## config.mk

```make
export PLATFORM = sky130hd
export DESIGN_NAME = cqr_config_query_responder
export DESIGN_NICKNAME = d
export VERILOG_FILES = /design/src/shared/cqr_pkg.sv /design/src/hdl/cqr_table_mem.sv /design/src/hdl/cqr_rx_parser.sv /design/src/hdl/cqr_config_query_responder.sv
export SDC_FILE = /design/constraint.sdc
export NUM_CORES = 2
export LEC_CHECK = 0
export BUFFER_PORTS_ARGS = -buffer_cell sky130_fd_sc_hd__clkbuf_2
export CAP_MARGIN = 10
export CORE_MARGIN = 10
export CORE_UTILIZATION = 55
export CTS_CLUSTER_SIZE = 25
export DETAILED_ROUTE_END_ITERATION = 10
export GPL_ROUTABILITY_DRIVEN = 0
export PLACE_DENSITY = 0.71
export SLEW_MARGIN = 40
export SYNTH_ARGS = -nofsm -noshare
export SYNTH_HDL_FRONTEND = slang
export SYNTH_SLANG_ARGS = --single-unit
```

## constraint.sdc

```tcl
create_clock -name clk -period 4.7 [get_ports clk]
set_input_delay 0.235 -clock clk [delete_from_list [all_inputs] [get_ports clk]]
set_output_delay 0.235 -clock clk [all_outputs]
set_load 0.02 [all_outputs]
```

## src/shared/cqr_pkg.sv

```systemverilog
// constants and carrier types for the configuration query responder
package cqr_pkg;

   // port number field width (port minus one)
   localparam int PORT_W = 7;

   // message codes carried in byte 0
   localparam logic [7:0] CODE_PQUERY = 8'h08;
   localparam logic [7:0] CODE_PREPLY = 8'h09;
   localparam logic [7:0] CODE_RQUERY = 8'h10;
   // arbitrary values for message formats kept outside this block
   localparam logic [7:0] CODE_DREADY = 8'hF1;
   localparam logic [7:0] CODE_DREPLY = 8'hF2;
   localparam logic [7:0] CODE_RESP = 8'hF3;
   localparam logic [7:0] RC_INVALID_FIELD = 8'h01;

   // query layout and reply lengths in bytes
   localparam logic [3:0] QUERY_LAST = 4'h7;
   localparam logic [3:0] LIST_BASE = 4'h4;
   localparam logic [3:0] CNT_BASE = 4'h4;
   localparam logic [3:0] PREPLY_LEN = 4'hF;
   localparam logic [3:0] RESP_LEN = 4'h4;
   localparam logic [3:0] DREADY_LEN = 4'hC;

   // table record layout
   localparam logic [31:0] REC_BYTES = 32'h0000_0012;
   localparam int REC_WORDS = 5;
   localparam logic [2:0] STAT_WORD = 3'h4;
   localparam logic [3:0] FRAME_RECS_LAST = 4'h7;
   localparam int LIVE_BIT = 8;

   // register byte addresses
   localparam logic [11:0] ADDR_CTRL = 12'h000;
   localparam logic [11:0] ADDR_STAT = 12'h004;
   localparam logic [11:0] ADDR_LIST0 = 12'h008;
   localparam logic [11:0] ADDR_LIST1 = 12'h00C;
   localparam logic [11:0] ADDR_LIST2 = 12'h010;
   localparam logic [11:0] ADDR_TCOUNT = 12'h014;
   localparam logic [11:0] ADDR_TABLE = 12'h100;
   localparam int CTRL_EN_BIT = 0;

   typedef enum logic [2:0] {
      ST_IDLE = 3'b000,
      ST_HDR = 3'b001,
      ST_WAIT = 3'b010,
      ST_FETCH = 3'b011,
      ST_LOAD = 3'b100,
      ST_EMIT = 3'b101
   } cqr_state_e;

   typedef enum logic [1:0] {
      KIND_PREPLY = 2'b00,
      KIND_RESP = 2'b01,
      KIND_DREADY = 2'b10,
      KIND_DATA = 2'b11
   } cqr_kind_e;

   typedef struct packed {
      logic valid;
      logic [7:0] data;
      logic last;
      logic [PORT_W-1:0] port;
   } cqr_rx_s;

   typedef struct packed {
      logic [7:0] code;
      logic [15:0] tag;
      logic [31:0] path;
      logic [PORT_W-1:0] port;
      logic len_ok;
   } cqr_hdr_s;

   typedef struct packed {
      logic valid;
      logic [7:0] data;
      logic last;
      cqr_kind_e kind;
      logic [15:0] tag;
      logic [31:0] path;
      logic [PORT_W-1:0] port;
   } cqr_tx_s;

endpackage

```

## src/hdl/cqr_table_mem.sv

```systemverilog
// configurator table word memory, registered read
`timescale 1ns/10ps
`default_nettype none
module cqr_table_mem #(
   parameter int DEPTH = 80,
   parameter int AW = 7
) (
   // clock and enable
   input wire logic clk,
   input wire logic ce,
   // write port
   input wire logic wr_en,
   input wire logic [AW-1:0] wr_addr,
   input wire logic [31:0] wr_data,
   // read port
   input wire logic [AW-1:0] rd_addr,
   output logic [31:0] rd_data
);
   logic [31:0] mem [DEPTH];

   always_ff @(posedge clk) begin
      if (ce) begin
         if (wr_en) begin
            mem[wr_addr] <= wr_data;
         end
         rd_data <= mem[rd_addr];
      end
   end
endmodule
`default_nettype wire

```

## src/hdl/cqr_rx_parser.sv

```systemverilog
// collects the header bytes of an incoming service message
`timescale 1ns/10ps
`default_nettype none
module cqr_rx_parser (
   // clock, reset, enable
   input wire logic clk,
   input wire logic rst_n,
   input wire logic ce,
   // byte stream in
   input wire cqr_pkg::cqr_rx_s rx,
   // parsed header
   output cqr_pkg::cqr_hdr_s hdr,
   output logic hdr_valid
);
   typedef struct packed {
      logic [3:0] cnt;
      cqr_pkg::cqr_hdr_s hdr;
      logic valid;
   } cqr_prs_s;

   cqr_prs_s q;
   cqr_prs_s d;

   always_comb begin
      d = q;
      d.valid = 1'b0;
      if (rx.valid) begin
         if (q.cnt == 4'h0) begin
            d.hdr.code = rx.data;
            d.hdr.port = rx.port;
         end else if (q.cnt == 4'h2 || q.cnt == 4'h3) begin
            d.hdr.tag = {q.hdr.tag[7:0], rx.data};
         end else if (q.cnt >= cqr_pkg::LIST_BASE && q.cnt <= cqr_pkg::QUERY_LAST) begin
            d.hdr.path = {q.hdr.path[23:0], rx.data};
         end
         // RQ19 reserved byte ignored
         if (q.cnt != 4'hF) begin
            d.cnt = q.cnt + 4'h1;
         end
         if (rx.last) begin
            d.valid = 1'b1;
            d.hdr.len_ok = (q.cnt == cqr_pkg::QUERY_LAST);
            d.cnt = 4'h0;
         end
      end
   end

   always_ff @(posedge clk or negedge rst_n) begin
      if (!rst_n) begin
         q <= '0;
      end else if (ce) begin
         q <= d;
      end
   end

   assign hdr = q.hdr;
   assign hdr_valid = q.valid;
endmodule
`default_nettype wire

```

## src/hdl/cqr_config_query_responder.sv

```systemverilog
// configuration query responder: protocol and registration queries
// Operation
// RQ1: protocol query is 08h, reserved, two-byte tag, four-byte return path
// RQ2: an invalid protocol query gets a response with invalid-field code
// RQ3: requester keeps every outstanding tag distinct
// RQ4: reply carries the query return path as its address path
// RQ5: protocol reply leaves on the port the query came in on
// RQ6: protocol reply is 09h, reserved zero, then the query tag
// RQ7: protocol list is 11 bytes from byte 4, packed, zero padded
// RQ8: each standard protocol is one code byte in the list
// RQ9: vendor protocol is a code byte plus four-byte identifier
// RQ10: every listed protocol code is distinct
// RQ11: registration query is 10h, reserved, tag, return path
// RQ12: tag and return path of registration query reused in answers
// RQ13: data-ready gives total table bytes and a zero byte offset
// RQ14: table data only after the matching data-reply arrives
// RQ15: one 18-byte record per entry, at most 8 per frame
// RQ16: record is handle, path, unique id, status byte, reserved
// RQ17: quiesced but held entry has its status flag clear
// RQ18: live entry has flag set, port is field plus one
// RQ19: reserved output bits are zero, reserved input bits ignored
`timescale 1ns/10ps
`default_nettype none
module cqr_config_query_responder #(
   parameter int MAX_ENTRIES = 16
) (
   // clock, reset, enable
   input wire logic clk,
   input wire logic rst_n,
   input wire logic ce,
   // apb slave
   input wire logic psel,
   input wire logic penable,
   input wire logic pwrite,
   input wire logic [11:0] paddr,
   input wire logic [31:0] pwdata,
   output logic [31:0] prdata,
   output logic pready,
   output logic pslverr,
   // message receive
   input wire cqr_pkg::cqr_rx_s rx,
   // message transmit
   input wire logic tx_ready,
   output cqr_pkg::cqr_tx_s tx
);
   localparam int DEPTH = MAX_ENTRIES * cqr_pkg::REC_WORDS;
   localparam int AW = $clog2(DEPTH);

   typedef struct packed {
      cqr_pkg::cqr_state_e st;
      logic [3:0] idx;
      logic [7:0] rec;
      logic [3:0] rif;
      logic [2:0] word;
      logic [1:0] bsel;
      logic [31:0] wq;
      cqr_pkg::cqr_tx_s tx;
      logic en;
      logic [95:0] list;
      logic [7:0] tcount;
      logic [7:0] n_proto;
      logic [7:0] n_bad;
      logic pready;
      logic pslverr;
      logic [31:0] prdata;
   } cqr_core_s;

   localparam cqr_core_s CORE_RST = '0;

   cqr_core_s q;
   cqr_core_s d;
   cqr_pkg::cqr_hdr_s ph;
   logic ph_valid;
   logic [31:0] rd_data;
   logic [AW-1:0] rd_addr;
   logic [9:0] tab_idx;
   logic tab_hit;
   logic bus_wr;
   logic tab_wr;

   // header length per reply kind
   function automatic logic [3:0] hdr_len(input cqr_pkg::cqr_kind_e k);
      if (k == cqr_pkg::KIND_PREPLY) begin
         return cqr_pkg::PREPLY_LEN;
      end else if (k == cqr_pkg::KIND_DREADY) begin
         return cqr_pkg::DREADY_LEN;
      end else begin
         return cqr_pkg::RESP_LEN;
      end
   endfunction

   // header byte per reply kind and index
   function automatic logic [7:0] hdr_byte(
      input cqr_pkg::cqr_kind_e k,
      input logic [3:0] i,
      input logic [15:0] tg,
      input logic [95:0] lst,
      input logic [31:0] bc
   );
      logic [95:0] ls;
      logic [31:0] bs;
      logic [7:0] b;
      ls = lst << {i - cqr_pkg::LIST_BASE, 3'b000};
      bs = bc << {i - cqr_pkg::CNT_BASE, 3'b000};
      b = 8'h00;
      if (i == 4'h2) begin
         b = tg[15:8];
      end else if (i == 4'h3) begin
         b = tg[7:0];
      end else if (k == cqr_pkg::KIND_PREPLY) begin
         // RQ6 reply code
         if (i == 4'h0) begin
            b = cqr_pkg::CODE_PREPLY;
         end else if (i >= cqr_pkg::LIST_BASE) begin
            // RQ7 list bytes
            b = ls[95:88];
         end
      end else if (k == cqr_pkg::KIND_RESP) begin
         if (i == 4'h0) begin
            b = cqr_pkg::CODE_RESP;
         end else begin
            b = cqr_pkg::RC_INVALID_FIELD;
         end
      end else begin
         // RQ13 count then zero offset
         if (i == 4'h0) begin
            b = cqr_pkg::CODE_DREADY;
         end else if (i >= cqr_pkg::CNT_BASE && i < cqr_pkg::CNT_BASE + 4'h4) begin
            b = bs[31:24];
         end
      end
      return b;
   endfunction

   cqr_rx_parser u_parser (
      .clk(clk),
      .rst_n(rst_n),
      .ce(ce),
      .rx(rx),
      .hdr(ph),
      .hdr_valid(ph_valid)
   );

   cqr_table_mem #(
      .DEPTH(DEPTH),
      .AW(AW)
   ) u_table (
      .clk(clk),
      .ce(ce),
      .wr_en(tab_wr),
      .wr_addr(AW'(tab_idx)),
      .wr_data(pwdata),
      .rd_addr(rd_addr),
      .rd_data(rd_data)
   );

   // table window decode
   assign tab_idx = paddr[11:2] - cqr_pkg::ADDR_TABLE[11:2];
   assign tab_hit = (paddr >= cqr_pkg::ADDR_TABLE) && (32'(tab_idx) < DEPTH);
   assign bus_wr = psel && penable && q.pready && pwrite;
   assign tab_wr = bus_wr && tab_hit;
   assign rd_addr = AW'(32'(q.rec) * cqr_pkg::REC_WORDS + 32'(q.word));

   always_comb begin
      logic tx_free;
      logic stw;
      logic lastw;
      logic lastt;
      tx_free = !q.tx.valid || tx_ready;
      stw = (q.word == cqr_pkg::STAT_WORD);
      lastw = stw ? (q.bsel == 2'h1) : (q.bsel == 2'h3);
      lastt = (q.rec == q.tcount - 8'h01);
      d = q;

      // apb: zero wait, answer in first access cycle
      d.pready = psel && !penable;
      d.pslverr = 1'b0;
      if (psel && !penable) begin
         d.prdata = '0;
         if (paddr == cqr_pkg::ADDR_CTRL) begin
            d.prdata[cqr_pkg::CTRL_EN_BIT] = q.en;
         end else if (paddr == cqr_pkg::ADDR_STAT) begin
            d.prdata = {8'h00, q.n_bad, q.n_proto, 5'h00, q.st};
         end else if (paddr == cqr_pkg::ADDR_LIST0) begin
            d.prdata = q.list[95:64];
         end else if (paddr == cqr_pkg::ADDR_LIST1) begin
            d.prdata = q.list[63:32];
         end else if (paddr == cqr_pkg::ADDR_LIST2) begin
            d.prdata = q.list[31:0];
         end else if (paddr == cqr_pkg::ADDR_TCOUNT) begin
            d.prdata = {24'h00_0000, q.tcount};
         end else if (!tab_hit) begin
            d.pslverr = 1'b1;
         end
      end
      if (bus_wr) begin
         if (paddr == cqr_pkg::ADDR_CTRL) begin
            d.en = pwdata[cqr_pkg::CTRL_EN_BIT];
         end else if (paddr == cqr_pkg::ADDR_LIST0) begin
            // RQ8 software packs codes
            d.list[95:64] = pwdata;
         end else if (paddr == cqr_pkg::ADDR_LIST1) begin
            // RQ9 vendor entries packed
            d.list[63:32] = pwdata;
         end else if (paddr == cqr_pkg::ADDR_LIST2) begin
            // RQ10 RQ19 list tail, pad zero
            d.list[31:0] = {pwdata[31:8], 8'h00};
         end else if (paddr == cqr_pkg::ADDR_TCOUNT) begin
            if (pwdata[7:0] > 8'(MAX_ENTRIES)) begin
               d.tcount = 8'(MAX_ENTRIES);
            end else begin
               d.tcount = pwdata[7:0];
            end
         end
      end

      // transmit handshake
      if (q.tx.valid && tx_ready) begin
         d.tx.valid = 1'b0;
      end

      case (q.st)
         cqr_pkg::ST_IDLE: begin
            if (ph_valid && q.en && !q.tx.valid) begin
               if (ph.code == cqr_pkg::CODE_PQUERY || ph.code == cqr_pkg::CODE_RQUERY) begin
                  // RQ4 RQ5 RQ12 keep path, port, tag
                  d.tx.tag = ph.tag;
                  d.tx.path = ph.path;
                  d.tx.port = ph.port;
                  d.idx = 4'h0;
                  d.st = cqr_pkg::ST_HDR;
                  // RQ2 invalid field answer
                  if (!ph.len_ok) begin
                     d.tx.kind = cqr_pkg::KIND_RESP;
                     d.n_bad = q.n_bad + 8'h01;
                  end else if (ph.code == cqr_pkg::CODE_PQUERY) begin
                     d.tx.kind = cqr_pkg::KIND_PREPLY;
                     d.n_proto = q.n_proto + 8'h01;
                  end else begin
                     d.tx.kind = cqr_pkg::KIND_DREADY;
                  end
               end
            end
         end
         cqr_pkg::ST_HDR: begin
            if (tx_free) begin
               d.tx.valid = 1'b1;
               d.tx.data = hdr_byte(q.tx.kind, q.idx, q.tx.tag, q.list,
                                    32'(q.tcount) * cqr_pkg::REC_BYTES);
               d.tx.last = (q.idx == hdr_len(q.tx.kind) - 4'h1);
               d.idx = q.idx + 4'h1;
               if (d.tx.last) begin
                  if (q.tx.kind == cqr_pkg::KIND_DREADY) begin
                     d.st = cqr_pkg::ST_WAIT;
                  end else begin
                     d.st = cqr_pkg::ST_IDLE;
                  end
               end
            end
         end
         cqr_pkg::ST_WAIT: begin
            if (!q.en) begin
               d.st = cqr_pkg::ST_IDLE;
            end else if (ph_valid && ph.code == cqr_pkg::CODE_DREPLY && ph.tag == q.tx.tag
                         && !q.tx.valid) begin
               // RQ14 data only after data-reply
               if (q.tcount == 8'h00) begin
                  d.st = cqr_pkg::ST_IDLE;
               end else begin
                  d.rec = 8'h00;
                  d.rif = 4'h0;
                  d.word = 3'h0;
                  d.tx.kind = cqr_pkg::KIND_DATA;
                  d.st = cqr_pkg::ST_FETCH;
               end
            end
         end
         cqr_pkg::ST_FETCH: begin
            d.st = cqr_pkg::ST_LOAD;
         end
         cqr_pkg::ST_LOAD: begin
            d.wq = rd_data;
            d.bsel = 2'h0;
            d.st = cqr_pkg::ST_EMIT;
         end
         cqr_pkg::ST_EMIT: begin
            if (tx_free) begin
               d.tx.valid = 1'b1;
               if (stw) begin
                  // RQ16 RQ17 RQ18 status byte
                  if (q.bsel == 2'h0) begin
                     d.tx.data = {q.wq[cqr_pkg::LIVE_BIT], q.wq[cqr_pkg::PORT_W-1:0]};
                  end else begin
                     d.tx.data = 8'h00;
                  end
               end else begin
                  // RQ16 big-endian words
                  d.tx.data = q.wq[31:24];
               end
               d.wq = {q.wq[23:0], 8'h00};
               // RQ15 frame ends after 8 records or after the last table record
               d.tx.last = stw && lastw && (lastt || q.rif == cqr_pkg::FRAME_RECS_LAST);
               if (!lastw) begin
                  d.bsel = q.bsel + 2'h1;
               end else if (!stw) begin
                  d.word = q.word + 3'h1;
                  d.st = cqr_pkg::ST_FETCH;
               end else if (lastt) begin
                  d.st = cqr_pkg::ST_IDLE;
               end else begin
                  d.rec = q.rec + 8'h01;
                  d.word = 3'h0;
                  if (q.rif == cqr_pkg::FRAME_RECS_LAST) begin
                     d.rif = 4'h0;
                  end else begin
                     d.rif = q.rif + 4'h1;
                  end
                  d.st = cqr_pkg::ST_FETCH;
               end
            end
         end
         default: begin
            d.st = cqr_pkg::ST_IDLE;
         end
      endcase
   end

   always_ff @(posedge clk or negedge rst_n) begin
      if (!rst_n) begin
         q <= CORE_RST;
      end else if (ce) begin
         q <= d;
      end
   end

   assign prdata = q.prdata;
   assign pready = q.pready;
   assign pslverr = q.pslverr;
   assign tx = q.tx;
endmodule
`default_nettype wire

```

==> impl_metrics.env <==
export IMPL_top_usage_layer="met2"
export IMPL_worst_pin_slew_ns=0.924
export IMPL_rows=169
export IMPL_clkPwrFrac=0.427
export IMPL_timing_hold_ws_ns=0.0652
export IMPL_path_delay_family="adder cells"
export IMPL_worstSkewPairLatency_ns=0.96
export IMPL_power_switching_mw=11.8
export IMPL_yosysSeqAreaShare=0.737
export IMPL_tns_ns=0
export IMPL_grtUsageMet2=0.417
export IMPL_port_buffers=168
export IMPL_vdd_drop_max_mv=0.429
export IMPL_clk_path_buf_depth=4
export IMPL_vias_per_cell=6.66
export IMPL_required_ns=5.38
export IMPL_slowest_delay_ns=0.80
export IMPL_min_delay_start="rx[6]"
export IMPL_dr_pass1_iters=6
export IMPL_crit_buf_inv=3
export IMPL_synthArstFlopShare=0.116
export IMPL_syn_instance_count=5872
export IMPL_die_area_um2=232000
export IMPL_drive_gt1_frac=0.308
export IMPL_seq_area_um2=86300
export IMPL_grtUsageTotal=0.272
export IMPL_hold_end="u_parser.hdr[7]$_DFFE_PN0P_"
export IMPL_grtUsageMet3=0.0602
export IMPL_status="completed"
export IMPL_synth_edf_count=2592
export IMPL_vias=62398
export IMPL_die_w_um=482
export IMPL_start_util=0.552
export IMPL_syn_num_nets=5987
export IMPL_postPlaceCellArea_um2=124000
export IMPL_final_util=0.635
export IMPL_rr_endpoint="u_table.rd_data[3]$_DFFE_PP_"
export IMPL_multiInputGateArea_um2=29400
export IMPL_grt_pass1_vias=62028
export IMPL_cts_root_buf="clkbuf_16"
export IMPL_worstPathArrival_ns=5.30
export IMPL_finClkSkew_ns=0.0628
export IMPL_antenna_found_initial=29
export IMPL_maxSlewViolCount=0
export IMPL_drc=0
export IMPL_clkSinkCount=2931
export IMPL_routed_wl_um=317000
export IMPL_yosys_warnings=0
export IMPL_io_pins=169
export IMPL_maxSlewHeadroom=0.383
export IMPL_reg2reg_slack_ns=0.08
export IMPL_synth_distinct_cells=79
export IMPL_tritoncts="yes"
export IMPL_mostFrequentLayoutCells="2592 x edfxtp_1, 715 x mux4_2, 339 x dfrtp_1"
export IMPL_cts_buffers=307
export IMPL_worstPathCellList="ha_1 > ha_1 > inv_1 > fa_4 > buf_12 > buf_12 > mux4_2 > mux4_2 > nor2_1 > o32ai_1"
export IMPL_critPathLaunchType="flop"
export IMPL_final_hold_viol_count=0
export IMPL_die_y_um=482
export IMPL_setup_ws_ns=0.0803
export IMPL_grt_overflow_total=0
export IMPL_hold_path_class="in -> reg"
export IMPL_grt_pass1_wl_um=454000
export IMPL_drtIter0Drc=9213
export IMPL_clk_pin_slew_ns=0.06
export IMPL_areaGrowthSynthToFinish_pct=14.9
export IMPL_synth_area_per_cell_um2=19.9
export IMPL_antenna_left=0
export IMPL_post_place_ws_ns=0.168
export IMPL_synth_seq_cells=2931
export IMPL_nNetsFinal=6426
export IMPL_r2r_cells=10
export IMPL_combinationalPowerShare=0.044
export IMPL_period_needed_ns=4.62
export IMPL_drv_cap=0
export IMPL_grt_use_met1=0.383
export IMPL_wl_per_cell_um=33.8
export IMPL_setup_viol=0
export IMPL_fill_cells=14058
export IMPL_switching_share=0.214
export IMPL_holdPathStages=3
export IMPL_final_cells=9374
export IMPL_syn_cell_area_um2=117000
export IMPL_dp_cells=8758
export IMPL_r2r_start="q[263]$_DFFE_PN0P_"
export IMPL_clock_fmax_mhz=216
export IMPL_p_int_mw=43.3
export IMPL_coreArea_um2=212000
export IMPL_worst_path_max_delay_cell="fa_4"
export IMPL_synthFlopType="edfxtp_1"
export IMPL_total_power_mw=55.0
export IMPL_layout_commonest_cell="edfxtp_1"
export IMPL_p_leak_nw=45.5
export IMPL_grt_max_degree=126
export IMPL_fin_area_um2=135000
export IMPL_sequentialPowerShare=0.529
export IMPL_htreeDepth=5
export IMPL_rsz0062_at_grt="no"
export IMPL_worst_setup_path_end_kind="flop"
export IMPL_cp_max_fo=57
export IMPL_min_period_over_period=0.983
export IMPL_crit_type="reg -> reg"
export IMPL_hpwl_um=184000
export IMPL_cts_resized=0
export IMPL_power_density_nw_per_um2=409
how the worst max path moves through the flow:
stage                             startpoint  slack [ns]                             to  cells after the start
after floorplan                     paddr[8]        0.91   u_table.mem[63][0]$_DFFE_PP_                      9
final                     q[263]$_DFFE_PN0P_        0.08   u_table.rd_data[3]$_DFFE_PP_                     10
after CTS                 q[263]$_DFFE_PN0P_        0.09  u_table.rd_data[16]$_DFFE_PP_                     12
after global routing      q[265]$_DFFE_PN0P_        0.01  u_table.rd_data[16]$_DFFE_PP_                     12
after global placement    q[263]$_DFFE_PN0P_        0.03  u_table.rd_data[16]$_DFFE_PP_                     12
after detailed placement  q[263]$_DFFE_PN0P_        0.17   u_table.rd_data[3]$_DFFE_PP_                     10
layout make-up:
class	instances	area share
Antenna cell	15	0.000279
Clock buffer	385	0.0610
Clock inverter	151	0.0107
Inverter	30	0.000837
Multi-Input combinational cell	2483	0.218
Sequential cell	2931	0.641
Tap cell	2821	0.0262
Timing Repair Buffer	558	0.0412
power by group through the flow:
stage | Clock, mW | Sequential, mW | Combinational (mW)
3_3_place_gp | 0 | 29.6 | 2.23
5_1_grt | 24.8 | 29.1 | 2.60
3_5_place_dp | 0 | 29.6 | 2.32
4_1_cts | 23.8 | 29.1 | 2.38
6_report | 23.5 | 29.1 | 2.42
2_1_floorplan | 0 | 29.5 | 1.35
logic make-up after synthesis:
logic type	after synthesis	synth area share
xor+xnor	55	0.00429
compound gates	425	0.0253
simple gates	845	0.0351
flops	2931	0.737
buf+inv	458	0.0192
fa+ha+maj	47	0.00515
mux	1111	0.174
worst register-to-register path, cell delays in order (launching register included):
cell	delay, ns
dfrtp_1	0.47
ha_1	0.34
ha_1	0.32
inv_1	0.06
fa_4	0.80
buf_12	0.25
buf_12	0.36
mux4_2	0.44
mux4_2	0.55
nor2_1	0.58
o32ai_1	0.19
synth_stat cells, drive strengths merged, types with 33 or more instances:
cell type / number / area share
a22o: 33 / 0.0025
nand2: 280 / 0.0090
dfrtp: 339 / 0.072
buf: 263 / 0.013
mux4: 715 / 0.14
o21ai: 150 / 0.0064
o311ai: 33 / 0.0025
o32ai: 34 / 0.0025
mux2i: 136 / 0.012
edfxtp: 2592 / 0.66
mux2: 260 / 0.025
nor4: 46 / 0.0026
nor2: 219 / 0.0070
nand3: 56 / 0.0024
nor3b: 72 / 0.0047
ha: 45 / 0.0048
clkbuf: 165 / 0.0053
nand2b: 72 / 0.0038
sequential cells by signal, summed over array words and instances (netlist names):
signal	flops
u_table.mem	2560
u_table.rd_data	32
u_parser.hdr_valid	1
prdata	32
pready	1
u_parser.hdr	64
pslverr	1
q	169
u_parser.q	4
tx	67
routing by layer:
layer	vias to the layer above	wire length (µm)
met5	-	53
met4	8	15100
met3	621	35900
met2	4124	147000
met1	32823	119000
li1	24822	-
what timing repair did:
| item | CTS | global route |
|---|---|---|
| setup buffers | 0 | 0 |
| hold buffers | 61 | 0 |
| setup endpoints to repair | 0 | 0 |
| endpoints found under the hold margin | 2293 | 0 |
No activity file was read; power rests on OpenSTA's default activity.
